File: src/shared/rpc_defines.svh
`ifndef RPC_DEFINES_SVH
`define RPC_DEFINES_SVH

// ****************************************************************
// Register byte offsets on the host bus
// ****************************************************************
`define RPC_OFS_PTR_UPPER  3'h2
`define RPC_OFS_PTR_LOWER  3'h3
`define RPC_OFS_RAM_DATA   3'h4
`define RPC_OFS_CONFIG     3'h6
`define RPC_OFS_INDIRECT   3'h7

// ****************************************************************
// Upper pointer register fields
// ****************************************************************
`define RPC_UP_RD_DIR      7
`define RPC_UP_STEP        6
`define RPC_UP_ADDR_HI     2
`define RPC_UP_ADDR_LO     0
`define RPC_UP_WMASK       8'hc7
`define RPC_PTR_RST        8'h00

// ****************************************************************
// Configuration register fields
// ****************************************************************
`define RPC_CFG_SRST       7
`define RPC_CFG_CHAIN      6
`define RPC_CFG_TRANSMIT_DRIVE_ENABLE       5
`define RPC_CFG_ET_HI      4
`define RPC_CFG_ET_LO      3
`define RPC_CFG_BKPL       2
`define RPC_CFG_SUB_HI     1
`define RPC_CFG_SUB_LO     0
`define RPC_CFG_RST        8'h00

// ****************************************************************
// Timeout scale patterns and indirect register selections
// ****************************************************************
`define RPC_ET_BASE        2'h0
`define RPC_ET_HALF        2'h1
`define RPC_ET_QUARTER     2'h2
`define RPC_ET_FAST        2'h3
`define RPC_ET_HALF_SHIFT  1
`define RPC_ET_QUART_SHIFT 2
`define RPC_SUB_TENT_ID    2'h0
`define RPC_SUB_NODE_ID    2'h1
`define RPC_SUB_SETUP      2'h2
`define RPC_SUB_NEXT_ID    2'h3

// ****************************************************************
// Protocol times and clock period
// ****************************************************************
`define RPC_CLK_PERIOD_NS  4
`define RPC_NS_PER_US      1000
`define RPC_NS_PER_MS      1000000
`define RPC_RESP_TIME_NS   1193600
`define RPC_IDLE_TIME_US   1312
`define RPC_RECON_TIME_MS  1680
`define RPC_RESP_FAST_NS   74700
`define RPC_IDLE_FAST_US   82
`define RPC_RECON_FAST_MS  840

`endif

File: src/shared/rpc_pkg.sv
package rpc_pkg;

  // Host bus addresses and data bytes.
  typedef logic [2:0]  rpc_addr_t;
  typedef logic [7:0]  rpc_byte_t;
  typedef logic [10:0] rpc_ram_addr_t;
  typedef logic [31:0] rpc_cycles_t;

  // Host end sequencer states.
  typedef enum logic [0:0]
  {
    RPC_IDLE = 1'b0,
    RPC_WAIT = 1'b1
  } rpc_state_t;

endpackage : rpc_pkg

File: src/shared/rpc_bus_if.sv
`timescale 1ns/1ps
`default_nettype none

// Parallel register bus between the host and the device, both on sys_clk.
interface rpc_bus_if;
  logic [2:0] bus_addr;
  logic [7:0] bus_wdata;
  logic       bus_wr;
  logic       bus_rd;
  logic [7:0] bus_rdata;
  logic       bus_rvalid;

  modport dev
  (
    input  bus_addr,
    input  bus_wdata,
    input  bus_wr,
    input  bus_rd,
    output bus_rdata,
    output bus_rvalid
  );

  modport host
  (
    output bus_addr,
    output bus_wdata,
    output bus_wr,
    output bus_rd,
    input  bus_rdata,
    input  bus_rvalid
  );
endinterface : rpc_bus_if

`default_nettype wire

File: src/hdl/rpc_dev.sv
// Operation
// - Read-direction bit picks next RAM access type
// - Step enable advances pointer after each access
// - Upper pointer low bits give address top
// - Lower pointer gives address low byte
// - Upper pointer bits five to three undefined
// - Reset bit holds soft reset until cleared
// - Soft reset keeps configuration and interface mode
// - Soft reset touches status, next id, diagnostics
// - Linking bit enables chained command operation
// - Transmit enable gates pulse and driver outputs; pulse B is left ungated while the backplane bit is set
// - Transmit enable reads zero after reset
// - Software sets transmit enable after id settles
// - Base timeouts 1193.6us, 1312us, 1680ms
// - Scale 01 halves, 10 quarters; reconfig unchanged
// - Scale 11 gives 74.7us, 82us, 840ms
// - All nodes use identical timeout scale settings
// - Backplane bit selects open-drain/differential signalling
// - Sub-address selects register seen at 07
`timescale 1ns/1ps
`include "rpc_defines.svh"
`default_nettype none

module rpc_dev
#(
  parameter int RESP_BASE_CYC  = `RPC_RESP_TIME_NS / `RPC_CLK_PERIOD_NS,
  parameter int IDLE_BASE_CYC  = (`RPC_IDLE_TIME_US * `RPC_NS_PER_US) / `RPC_CLK_PERIOD_NS,
  parameter int RECON_BASE_CYC = (`RPC_RECON_TIME_MS * `RPC_NS_PER_MS) / `RPC_CLK_PERIOD_NS,
  parameter int RESP_FAST_CYC  = `RPC_RESP_FAST_NS / `RPC_CLK_PERIOD_NS,
  parameter int IDLE_FAST_CYC  = (`RPC_IDLE_FAST_US * `RPC_NS_PER_US) / `RPC_CLK_PERIOD_NS,
  parameter int RECON_FAST_CYC = (`RPC_RECON_FAST_MS * `RPC_NS_PER_MS) / `RPC_CLK_PERIOD_NS
)
(
  input  wire logic                  sys_clk,
  input  wire logic                  srst,
  rpc_bus_if.dev                     bus,
  output logic                       soft_reset,
  output logic                       cmd_linking_enable,
  output logic                       transmit_drive_enable,
  output logic [1:0]                 timeout_scale_sel,
  output logic                       direct_media_signalling,
  output logic [1:0]                 indirect_reg_select,
  output rpc_pkg::rpc_ram_addr_t     ram_addr,
  output logic                       ram_wr_en,
  output rpc_pkg::rpc_ram_addr_t     ram_wr_addr,
  output rpc_pkg::rpc_byte_t         ram_wdata,
  output logic                       ram_rd_en,
  input  wire rpc_pkg::rpc_byte_t    ram_rdata,
  output logic                       ind_wr_en,
  output rpc_pkg::rpc_byte_t         ind_wdata,
  input  wire rpc_pkg::rpc_byte_t    ind_rdata,
  input  wire logic                  tx_pulse_a_req,
  input  wire logic                  tx_pulse_b_req,
  input  wire logic                  tx_line_drv_req,
  output logic                       media_pulse_a,
  output logic                       media_pulse_b,
  output logic                       line_driver_on,
  output rpc_pkg::rpc_cycles_t       resp_timeout_cyc,
  output rpc_pkg::rpc_cycles_t       idle_timeout_cyc,
  output rpc_pkg::rpc_cycles_t       recon_timeout_cyc
);
  import rpc_pkg::*;

  // ****************************************************************
  // Register state
  // ****************************************************************
  rpc_byte_t     up_q,       up_d;
  rpc_byte_t     lo_q,       lo_d;
  rpc_byte_t     cfg_q,      cfg_d;
  rpc_byte_t     rdata_q,    rdata_d;
  logic          rvalid_q,   rvalid_d;
  logic          wr_en_q,    wr_en_d;
  rpc_ram_addr_t wr_addr_q,  wr_addr_d;
  rpc_byte_t     wdata_q,    wdata_d;
  logic          rd_en_q,    rd_en_d;
  logic          ind_wr_q,   ind_wr_d;
  rpc_byte_t     ind_wd_q,   ind_wd_d;
  rpc_ram_addr_t ptr;
  rpc_ram_addr_t ptr_next;
  logic          access;

  // The pointer is the three upper bits stacked over the lower byte.
  assign ptr      = {up_q[`RPC_UP_ADDR_HI:`RPC_UP_ADDR_LO], lo_q};
  assign ptr_next = ptr + 11'h001;

  // Bus decode; a write and a read in the same cycle lets the write win.
  always_comb
  begin
    up_d      = up_q;
    lo_d      = lo_q;
    cfg_d     = cfg_q;
    rdata_d   = rdata_q;
    rvalid_d  = 1'b0;
    wr_en_d   = 1'b0;
    wr_addr_d = wr_addr_q;
    wdata_d   = wdata_q;
    rd_en_d   = 1'b0;
    ind_wr_d  = 1'b0;
    ind_wd_d  = ind_wd_q;
    access    = 1'b0;
    if (bus.bus_wr)
    begin
      case (bus.bus_addr)
        `RPC_OFS_PTR_UPPER: up_d = bus.bus_wdata & `RPC_UP_WMASK;
        `RPC_OFS_PTR_LOWER: lo_d = bus.bus_wdata;
        `RPC_OFS_RAM_DATA:
        begin
          // A data write only counts while the pointer is set up for writing.
          if (!up_q[`RPC_UP_RD_DIR])
          begin
            wr_en_d   = 1'b1;
            wr_addr_d = ptr;
            wdata_d   = bus.bus_wdata;
            access    = 1'b1;
          end
        end
        `RPC_OFS_CONFIG:   cfg_d = bus.bus_wdata;
        `RPC_OFS_INDIRECT:
        begin
          ind_wr_d = 1'b1;
          ind_wd_d = bus.bus_wdata;
        end
        default: ;
      endcase
    end
    else if (bus.bus_rd)
    begin
      rvalid_d = 1'b1;
      case (bus.bus_addr)
        `RPC_OFS_PTR_UPPER: rdata_d = up_q;
        `RPC_OFS_PTR_LOWER: rdata_d = lo_q;
        `RPC_OFS_RAM_DATA:
        begin
          // Reading while set up for writing returns zero and leaves the pointer.
          if (up_q[`RPC_UP_RD_DIR])
          begin
            rdata_d = ram_rdata;
            rd_en_d = 1'b1;
            access  = 1'b1;
          end
          else
          begin
            rdata_d = 8'h00;
          end
        end
        `RPC_OFS_CONFIG:   rdata_d = cfg_q;
        `RPC_OFS_INDIRECT: rdata_d = ind_rdata;
        default:           rdata_d = 8'h00;
      endcase
    end
    // Stepping carries from the lower byte into the upper bits and wraps at 2K.
    if (access && up_q[`RPC_UP_STEP])
    begin
      up_d[`RPC_UP_ADDR_HI:`RPC_UP_ADDR_LO] = ptr_next[10:8];
      lo_d                                  = ptr_next[7:0];
    end
  end

  // Only srst clears these; the soft reset bit deliberately does not.
  always_ff @(posedge sys_clk)
  begin
    if (srst)
    begin
      up_q      <= `RPC_PTR_RST;
      lo_q      <= `RPC_PTR_RST;
      cfg_q     <= `RPC_CFG_RST;
      rdata_q   <= 8'h00;
      rvalid_q  <= 1'b0;
      wr_en_q   <= 1'b0;
      wr_addr_q <= 11'h000;
      wdata_q   <= 8'h00;
      rd_en_q   <= 1'b0;
      ind_wr_q  <= 1'b0;
      ind_wd_q  <= 8'h00;
    end
    else
    begin
      up_q      <= up_d;
      lo_q      <= lo_d;
      cfg_q     <= cfg_d;
      rdata_q   <= rdata_d;
      rvalid_q  <= rvalid_d;
      wr_en_q   <= wr_en_d;
      wr_addr_q <= wr_addr_d;
      wdata_q   <= wdata_d;
      rd_en_q   <= rd_en_d;
      ind_wr_q  <= ind_wr_d;
      ind_wd_q  <= ind_wd_d;
    end
  end

  // ****************************************************************
  // Media gating and timeout selection
  // ****************************************************************
  logic        pa_q, pa_d;
  logic        pb_q, pb_d;
  logic        ld_q, ld_d;
  rpc_cycles_t resp_q, resp_d;
  rpc_cycles_t idle_q, idle_d;
  rpc_cycles_t recon_q, recon_d;
  logic [1:0]  et;

  assign et = cfg_q[`RPC_CFG_ET_HI:`RPC_CFG_ET_LO];

  // In backplane mode the second pulse pin has its own job, so it is not gated.
  always_comb
  begin
    pa_d = tx_pulse_a_req & cfg_q[`RPC_CFG_TRANSMIT_DRIVE_ENABLE];
    pb_d = tx_pulse_b_req & (cfg_q[`RPC_CFG_TRANSMIT_DRIVE_ENABLE] | cfg_q[`RPC_CFG_BKPL]);
    ld_d = tx_line_drv_req & cfg_q[`RPC_CFG_TRANSMIT_DRIVE_ENABLE];
    case (et)
      `RPC_ET_BASE:
      begin
        resp_d  = 32'(RESP_BASE_CYC);
        idle_d  = 32'(IDLE_BASE_CYC);
        recon_d = 32'(RECON_BASE_CYC);
      end
      `RPC_ET_HALF:
      begin
        resp_d  = 32'(RESP_BASE_CYC) >> `RPC_ET_HALF_SHIFT;
        idle_d  = 32'(IDLE_BASE_CYC) >> `RPC_ET_HALF_SHIFT;
        recon_d = 32'(RECON_BASE_CYC);
      end
      `RPC_ET_QUARTER:
      begin
        resp_d  = 32'(RESP_BASE_CYC) >> `RPC_ET_QUART_SHIFT;
        idle_d  = 32'(IDLE_BASE_CYC) >> `RPC_ET_QUART_SHIFT;
        recon_d = 32'(RECON_BASE_CYC);
      end
      default:
      begin
        resp_d  = 32'(RESP_FAST_CYC);
        idle_d  = 32'(IDLE_FAST_CYC);
        recon_d = 32'(RECON_FAST_CYC);
      end
    endcase
  end

  // One cycle of latency on the media pins is the price of flop outputs.
  always_ff @(posedge sys_clk)
  begin
    if (srst)
    begin
      pa_q    <= 1'b0;
      pb_q    <= 1'b0;
      ld_q    <= 1'b0;
      resp_q  <= 32'h0000_0000;
      idle_q  <= 32'h0000_0000;
      recon_q <= 32'h0000_0000;
    end
    else
    begin
      pa_q    <= pa_d;
      pb_q    <= pb_d;
      ld_q    <= ld_d;
      resp_q  <= resp_d;
      idle_q  <= idle_d;
      recon_q <= recon_d;
    end
  end

  // ****************************************************************
  // Outputs
  // ****************************************************************
  // Soft reset is a level for the status, next id and diagnostic logic outside.
  assign soft_reset              = cfg_q[`RPC_CFG_SRST];
  assign cmd_linking_enable      = cfg_q[`RPC_CFG_CHAIN];
  assign transmit_drive_enable   = cfg_q[`RPC_CFG_TRANSMIT_DRIVE_ENABLE];
  assign timeout_scale_sel       = et;
  assign direct_media_signalling = cfg_q[`RPC_CFG_BKPL];
  assign indirect_reg_select     = cfg_q[`RPC_CFG_SUB_HI:`RPC_CFG_SUB_LO];
  assign ram_addr                = ptr;
  assign ram_wr_en               = wr_en_q;
  assign ram_wr_addr             = wr_addr_q;
  assign ram_wdata               = wdata_q;
  assign ram_rd_en               = rd_en_q;
  assign ind_wr_en               = ind_wr_q;
  assign ind_wdata               = ind_wd_q;
  assign media_pulse_a           = pa_q;
  assign media_pulse_b           = pb_q;
  assign line_driver_on          = ld_q;
  assign resp_timeout_cyc        = resp_q;
  assign idle_timeout_cyc        = idle_q;
  assign recon_timeout_cyc       = recon_q;
  assign bus.bus_rdata           = rdata_q;
  assign bus.bus_rvalid          = rvalid_q;

endmodule : rpc_dev

`default_nettype wire

File: src/flat_wrapper.sv
// flat-port wrapper written by rule: the top's interface ports become plain ports
module rpc_dev_flat import rpc_pkg::*;
#(
  parameter int RESP_BASE_CYC  = `RPC_RESP_TIME_NS / `RPC_CLK_PERIOD_NS,
  parameter int IDLE_BASE_CYC  = (`RPC_IDLE_TIME_US * `RPC_NS_PER_US) / `RPC_CLK_PERIOD_NS,
  parameter int RECON_BASE_CYC = (`RPC_RECON_TIME_MS * `RPC_NS_PER_MS) / `RPC_CLK_PERIOD_NS,
  parameter int RESP_FAST_CYC  = `RPC_RESP_FAST_NS / `RPC_CLK_PERIOD_NS,
  parameter int IDLE_FAST_CYC  = (`RPC_IDLE_FAST_US * `RPC_NS_PER_US) / `RPC_CLK_PERIOD_NS,
  parameter int RECON_FAST_CYC = (`RPC_RECON_FAST_MS * `RPC_NS_PER_MS) / `RPC_CLK_PERIOD_NS
)
  (sys_clk, srst, soft_reset, cmd_linking_enable, transmit_drive_enable, timeout_scale_sel, direct_media_signalling, indirect_reg_select, ram_addr, ram_wr_en, ram_wr_addr, ram_wdata, ram_rd_en, ram_rdata, ind_wr_en, ind_wdata, ind_rdata, tx_pulse_a_req, tx_pulse_b_req, tx_line_drv_req, media_pulse_a, media_pulse_b, line_driver_on, resp_timeout_cyc, idle_timeout_cyc, recon_timeout_cyc, bus_bus_addr, bus_bus_wdata, bus_bus_wr, bus_bus_rd, bus_bus_rdata, bus_bus_rvalid);
  rpc_bus_if bus_i ();
  input  wire logic sys_clk;
  input  wire logic srst;
  output logic soft_reset;
  output logic cmd_linking_enable;
  output logic transmit_drive_enable;
  output logic [1:0] timeout_scale_sel;
  output logic direct_media_signalling;
  output logic [1:0] indirect_reg_select;
  output rpc_pkg::rpc_ram_addr_t ram_addr;
  output logic ram_wr_en;
  output rpc_pkg::rpc_ram_addr_t ram_wr_addr;
  output rpc_pkg::rpc_byte_t ram_wdata;
  output logic ram_rd_en;
  input  wire rpc_pkg::rpc_byte_t ram_rdata;
  output logic ind_wr_en;
  output rpc_pkg::rpc_byte_t ind_wdata;
  input  wire rpc_pkg::rpc_byte_t ind_rdata;
  input  wire logic tx_pulse_a_req;
  input  wire logic tx_pulse_b_req;
  input  wire logic tx_line_drv_req;
  output logic media_pulse_a;
  output logic media_pulse_b;
  output logic line_driver_on;
  output rpc_pkg::rpc_cycles_t resp_timeout_cyc;
  output rpc_pkg::rpc_cycles_t idle_timeout_cyc;
  output rpc_pkg::rpc_cycles_t recon_timeout_cyc;
  input wire logic [$bits(bus_i.bus_addr)-1:0] bus_bus_addr;
  input wire logic [$bits(bus_i.bus_wdata)-1:0] bus_bus_wdata;
  input wire logic [$bits(bus_i.bus_wr)-1:0] bus_bus_wr;
  input wire logic [$bits(bus_i.bus_rd)-1:0] bus_bus_rd;
  output wire logic [$bits(bus_i.bus_rdata)-1:0] bus_bus_rdata;
  output wire logic [$bits(bus_i.bus_rvalid)-1:0] bus_bus_rvalid;
  assign bus_i.bus_addr = bus_bus_addr;
  assign bus_i.bus_wdata = bus_bus_wdata;
  assign bus_i.bus_wr = bus_bus_wr;
  assign bus_i.bus_rd = bus_bus_rd;
  assign bus_bus_rdata = bus_i.bus_rdata;
  assign bus_bus_rvalid = bus_i.bus_rvalid;
  rpc_dev #(.RESP_BASE_CYC(RESP_BASE_CYC), .IDLE_BASE_CYC(IDLE_BASE_CYC), .RECON_BASE_CYC(RECON_BASE_CYC), .RESP_FAST_CYC(RESP_FAST_CYC), .IDLE_FAST_CYC(IDLE_FAST_CYC), .RECON_FAST_CYC(RECON_FAST_CYC)) u_core (.sys_clk(sys_clk), .srst(srst), .bus(bus_i), .soft_reset(soft_reset), .cmd_linking_enable(cmd_linking_enable), .transmit_drive_enable(transmit_drive_enable), .timeout_scale_sel(timeout_scale_sel), .direct_media_signalling(direct_media_signalling), .indirect_reg_select(indirect_reg_select), .ram_addr(ram_addr), .ram_wr_en(ram_wr_en), .ram_wr_addr(ram_wr_addr), .ram_wdata(ram_wdata), .ram_rd_en(ram_rd_en), .ram_rdata(ram_rdata), .ind_wr_en(ind_wr_en), .ind_wdata(ind_wdata), .ind_rdata(ind_rdata), .tx_pulse_a_req(tx_pulse_a_req), .tx_pulse_b_req(tx_pulse_b_req), .tx_line_drv_req(tx_line_drv_req), .media_pulse_a(media_pulse_a), .media_pulse_b(media_pulse_b), .line_driver_on(line_driver_on), .resp_timeout_cyc(resp_timeout_cyc), .idle_timeout_cyc(idle_timeout_cyc), .recon_timeout_cyc(recon_timeout_cyc));
endmodule
File: config.mk
export PLATFORM = sky130hd
export DESIGN_NAME = rpc_dev_flat
export DESIGN_NICKNAME = d
export VERILOG_FILES = /design/src/shared/rpc_pkg.sv /design/src/shared/rpc_bus_if.sv /design/src/hdl/rpc_dev.sv /design/src/flat_wrapper.sv
export VERILOG_INCLUDE_DIRS = /design/src /design/src/shared
export SDC_FILE = /design/constraint.sdc
export NUM_CORES = 1
export LEC_CHECK = 0
export BUFFER_PORTS_ARGS = -buffer_cell sky130_fd_sc_hd__buf_2
export CAP_MARGIN = 20
export CORE_ASPECT_RATIO = 0.9
export CORE_UTILIZATION = 40
export DETAILED_ROUTE_END_ITERATION = 16
export PLACE_DENSITY = 0.71
export SETUP_SLACK_MARGIN = 0.4
export SLEW_MARGIN = 25
export SYNTH_ARGS = -nofsm -noshare
export SYNTH_HDL_FRONTEND = slang
export SYNTH_SLANG_ARGS = --single-unit
File: constraint.sdc
create_clock -name sys_clk -period 2.2 [get_ports sys_clk]
set_input_delay 0.33 -clock sys_clk [delete_from_list [all_inputs] [get_ports sys_clk]]
set_output_delay 0.33 -clock sys_clk [all_outputs]
set_load 0.005 [all_outputs]
==> impl_metrics.toml <==
[run_status]
outcome = "finished, final reports clean"

[routing]
vias = 3232
via_per_inst = 4.80
ant_nets = 0
routed_wl_um = 9980
drt_iter0_markers = 169
post_drt_wl_per_cell_um = 14.8
firstDrtPassIters = 5
drc = 0

[yosys]
ys_warn_count = 0
avgSynthCellArea_um2 = 8.66
synth.cell_area_um2 = 3880
synth_cell_types = 51
async_flop_share_pct = 0
synthTopCellsByArea = "dfxtp_1 40%, buf_4 16%, nand2_1 8.7%"
syn_inst = 448
ys_ff_latch = 78
synth_commonest_cells = "90 x nand2_1, 85 x buf_4, 78 x dfxtp_1"
synth.top_cell.area_share_pct = 40.2
synth_ff_type = "dfxtp_1"
ys_seq_area_share_pct = 40.2
synth_area_leader_cell = "dfxtp_1"
synth-edff-count = 0
synth.most_common_cell = "nand2_1"

[floorplan]
dieArea_um2 = 10100
ioPinCount = 191
die_x_um = 106
num_rows = 33
die-height_um = 95.4
start_util_pct = 42.0
coreArea_um2 = 9250

[critical_path]
crit_type = "reg -> reg"
critPathArrivalTime_ns = 1.94
worstRegToRegCells = 5
crit_required_ns = 2.47
cp-end-kind = "register"
cp-start-kind = "register"
crit_chain = "ha_1, and3_4, nand3_1, or4_1, a31oi_1"
cp_max_fo = 7
critPathMaxStageDelay_ns = 0.48
slowest_stage = "or4_1"

[grt]
grt_overflow = 0
grt_max_degree = 51
grt_pass1_wl_um = 15200
antenna_found_initial = 0
grt_pass1_vias = 2827
grt_usage_pct = 20.0

[power_and_ir_drop]
power_mw = 2.91
p_per_area_nw_per_um2 = 652
ir_worst_vdd_v = 0.000362
p_leak_nw = 2.11

[final_layout]
fin_cells = 674
n_fill_cell = 908
antenna_cells = 0
syn_to_final_growth_pct = 15.1
nets = 589
post_route_cells_drive_above_1_share_pct = 33.5

[timing]
max_freq_ghz = 0.599
fin_skew_ns = 0.00509
setup_viol = 0
post-route-period-util_pct = 75.9
slew_viol_final = 0
hold_viol = 0
worstMarginPinSlew_ns = 0.559
rsz0062_at_grt = "no"
slew_headroom_pct = 62.7
period_minus_slack_ns = 1.67
final.setup.tns_ns = 0

[place]
dpl.hpwl_um = 7240
dp.cells = 658
portBuffers = 137
place_congestion = 0.852

[worst_hold_path]
hold_class = "in -> reg"
hold_depth = 2

[flow_run]
drv_cap = 0

[clocking]
cts_buffers = 9
clockBufferDepth = 2
cts.sinks = 78
hold_buffers = 0
clkTransAtPathRegs_ns = 0.08
cts_tree = "yes"
worst_skew_pair.late_latency_ns = 0.35
clock-root-buffer = "clkbuf_8"
htree_levels = 3
-- cell usage in the layout, fill, tap and decap left out, types with 4 or more instances in the layout --
cell	netlist	layout
ha_1	8	8
nand4_1	4	4
o21ai_0	9	9
inv_1	7	7
a21oi_1	38	38
a31oi_1	5	5
a22oi_1	9	9
clkbuf_8	0	10
dfxtp_2	0	6
dfxtp_1	78	72
conb_1	1	53
mux4_2	5	5
buf_4	85	7
nand2_1	90	90
and3_1	6	5
nor2_1	12	12
or2_2	4	4
nand3_1	6	6
buf_2	5	137
nor2b_1	10	10
-- metal layers --
layer	GRT usage [%]	wire [um]
met5	0	0
met4	5.90	95
met3	4.92	738
met2	31.7	4600
met1	27.0	4550
-- worst max-delay path: cells and delay by family, from the launching register on --
kind | cells | cell delay [ns]
fa+ha+maj | 1 | 0.22
compound gates | 1 | 0.17
flops | 1 | 0.41
simple gates | 3 | 0.79
-- cell families (layout without fill, tap and decap cells) --
group           count (synthesis)  after routing  synth area share (%)
buf+inv                       115            167                  19.7
other cells                     1             53                0.0967
compound gates                 81             81                  12.7
flops                          78             78                  40.2
mux                            13             13                  5.13
simple gates                  152            152                  19.5
fa+ha+maj                       8              8                  2.58
-- layout make-up --
| type | instances | area [um2] | area share, % |
|---|---|---|---|
| Multi-Input combinational cell | 307 | 1760 | 39.3 |
| Clock buffer | 10 | 138 | 3.08 |
| Sequential cell | 78 | 1570 | 35.1 |
| Tap cell | 122 | 153 | 3.42 |
| Timing Repair Buffer | 144 | 738 | 16.5 |
| Inverter | 7 | 26.3 | 0.589 |
| Clock inverter | 6 | 85.1 | 1.91 |
-- per-stage QoR --
step / hold WS [ns] / util [%] / area [um2] / worst slack (ns)
after floorplan: 0.449 / - / 4080 / 0.598
after global placement: 0.428 / 45.7 / 4230 / 0.316
after detailed placement: 0.439 / 45.7 / 4230 / 0.293
after CTS: 0.192 / 48.1 / 4450 / 0.402
after global routing: 0.195 / 48.3 / 4460 / 0.430
final: 0.205 / 48.3 / 4460 / 0.530
-- report_power, final --
| part | internal (mW) | switching (mW) |
|---|---|---|
| Sequential | 1.44 | 0.0244 |
| Clock | 0.666 | 0.528 |
| Combinational | 0.0990 | 0.155 |
| Total | 2.20 | 0.707 |
-- final timing paths --
check	from	endpoint	slack (ns)
worst min-delay path	tx_pulse_b_req	u_core.media_pulse_b	0.21
worst max-delay path	u_core.lo_q[1]	u_core.up_q[2]	0.53
worst max register to register	u_core.lo_q[1]	u_core.up_q[2]	0.53
worst min register to register	u_core.bus.bus_rdata[6]	u_core.bus.bus_rdata[6]	0.45
-- registers in the layout (all words and copies together) (netlist names) --
register and flops:
u_core.idle_timeout_cyc 1, u_core.ram_wr_en 1, u_core.lo_q 8, u_core.ram_rd_en 1
u_core.line_driver_on 1, u_core.up_q 5, u_core.ram_wdata 8, u_core.media_pulse_b 1
u_core.resp_timeout_cyc 12, u_core.ram_wr_addr 11, u_core.media_pulse_a 1, u_core.bus.bus_rvalid 1
u_core.ind_wdata 8, u_core.ind_wr_en 1, u_core.cfg_q 8, u_core.recon_timeout_cyc 2
u_core.bus.bus_rdata 8
-- what timing repair did --
action,CTS,global route
endpoints found under the setup margin,0,3
buffers inserted,0,0
endpoints found under the hold margin,0,0
resized for setup,0,8
No activity file was read; power rests on OpenSTA's default activity.
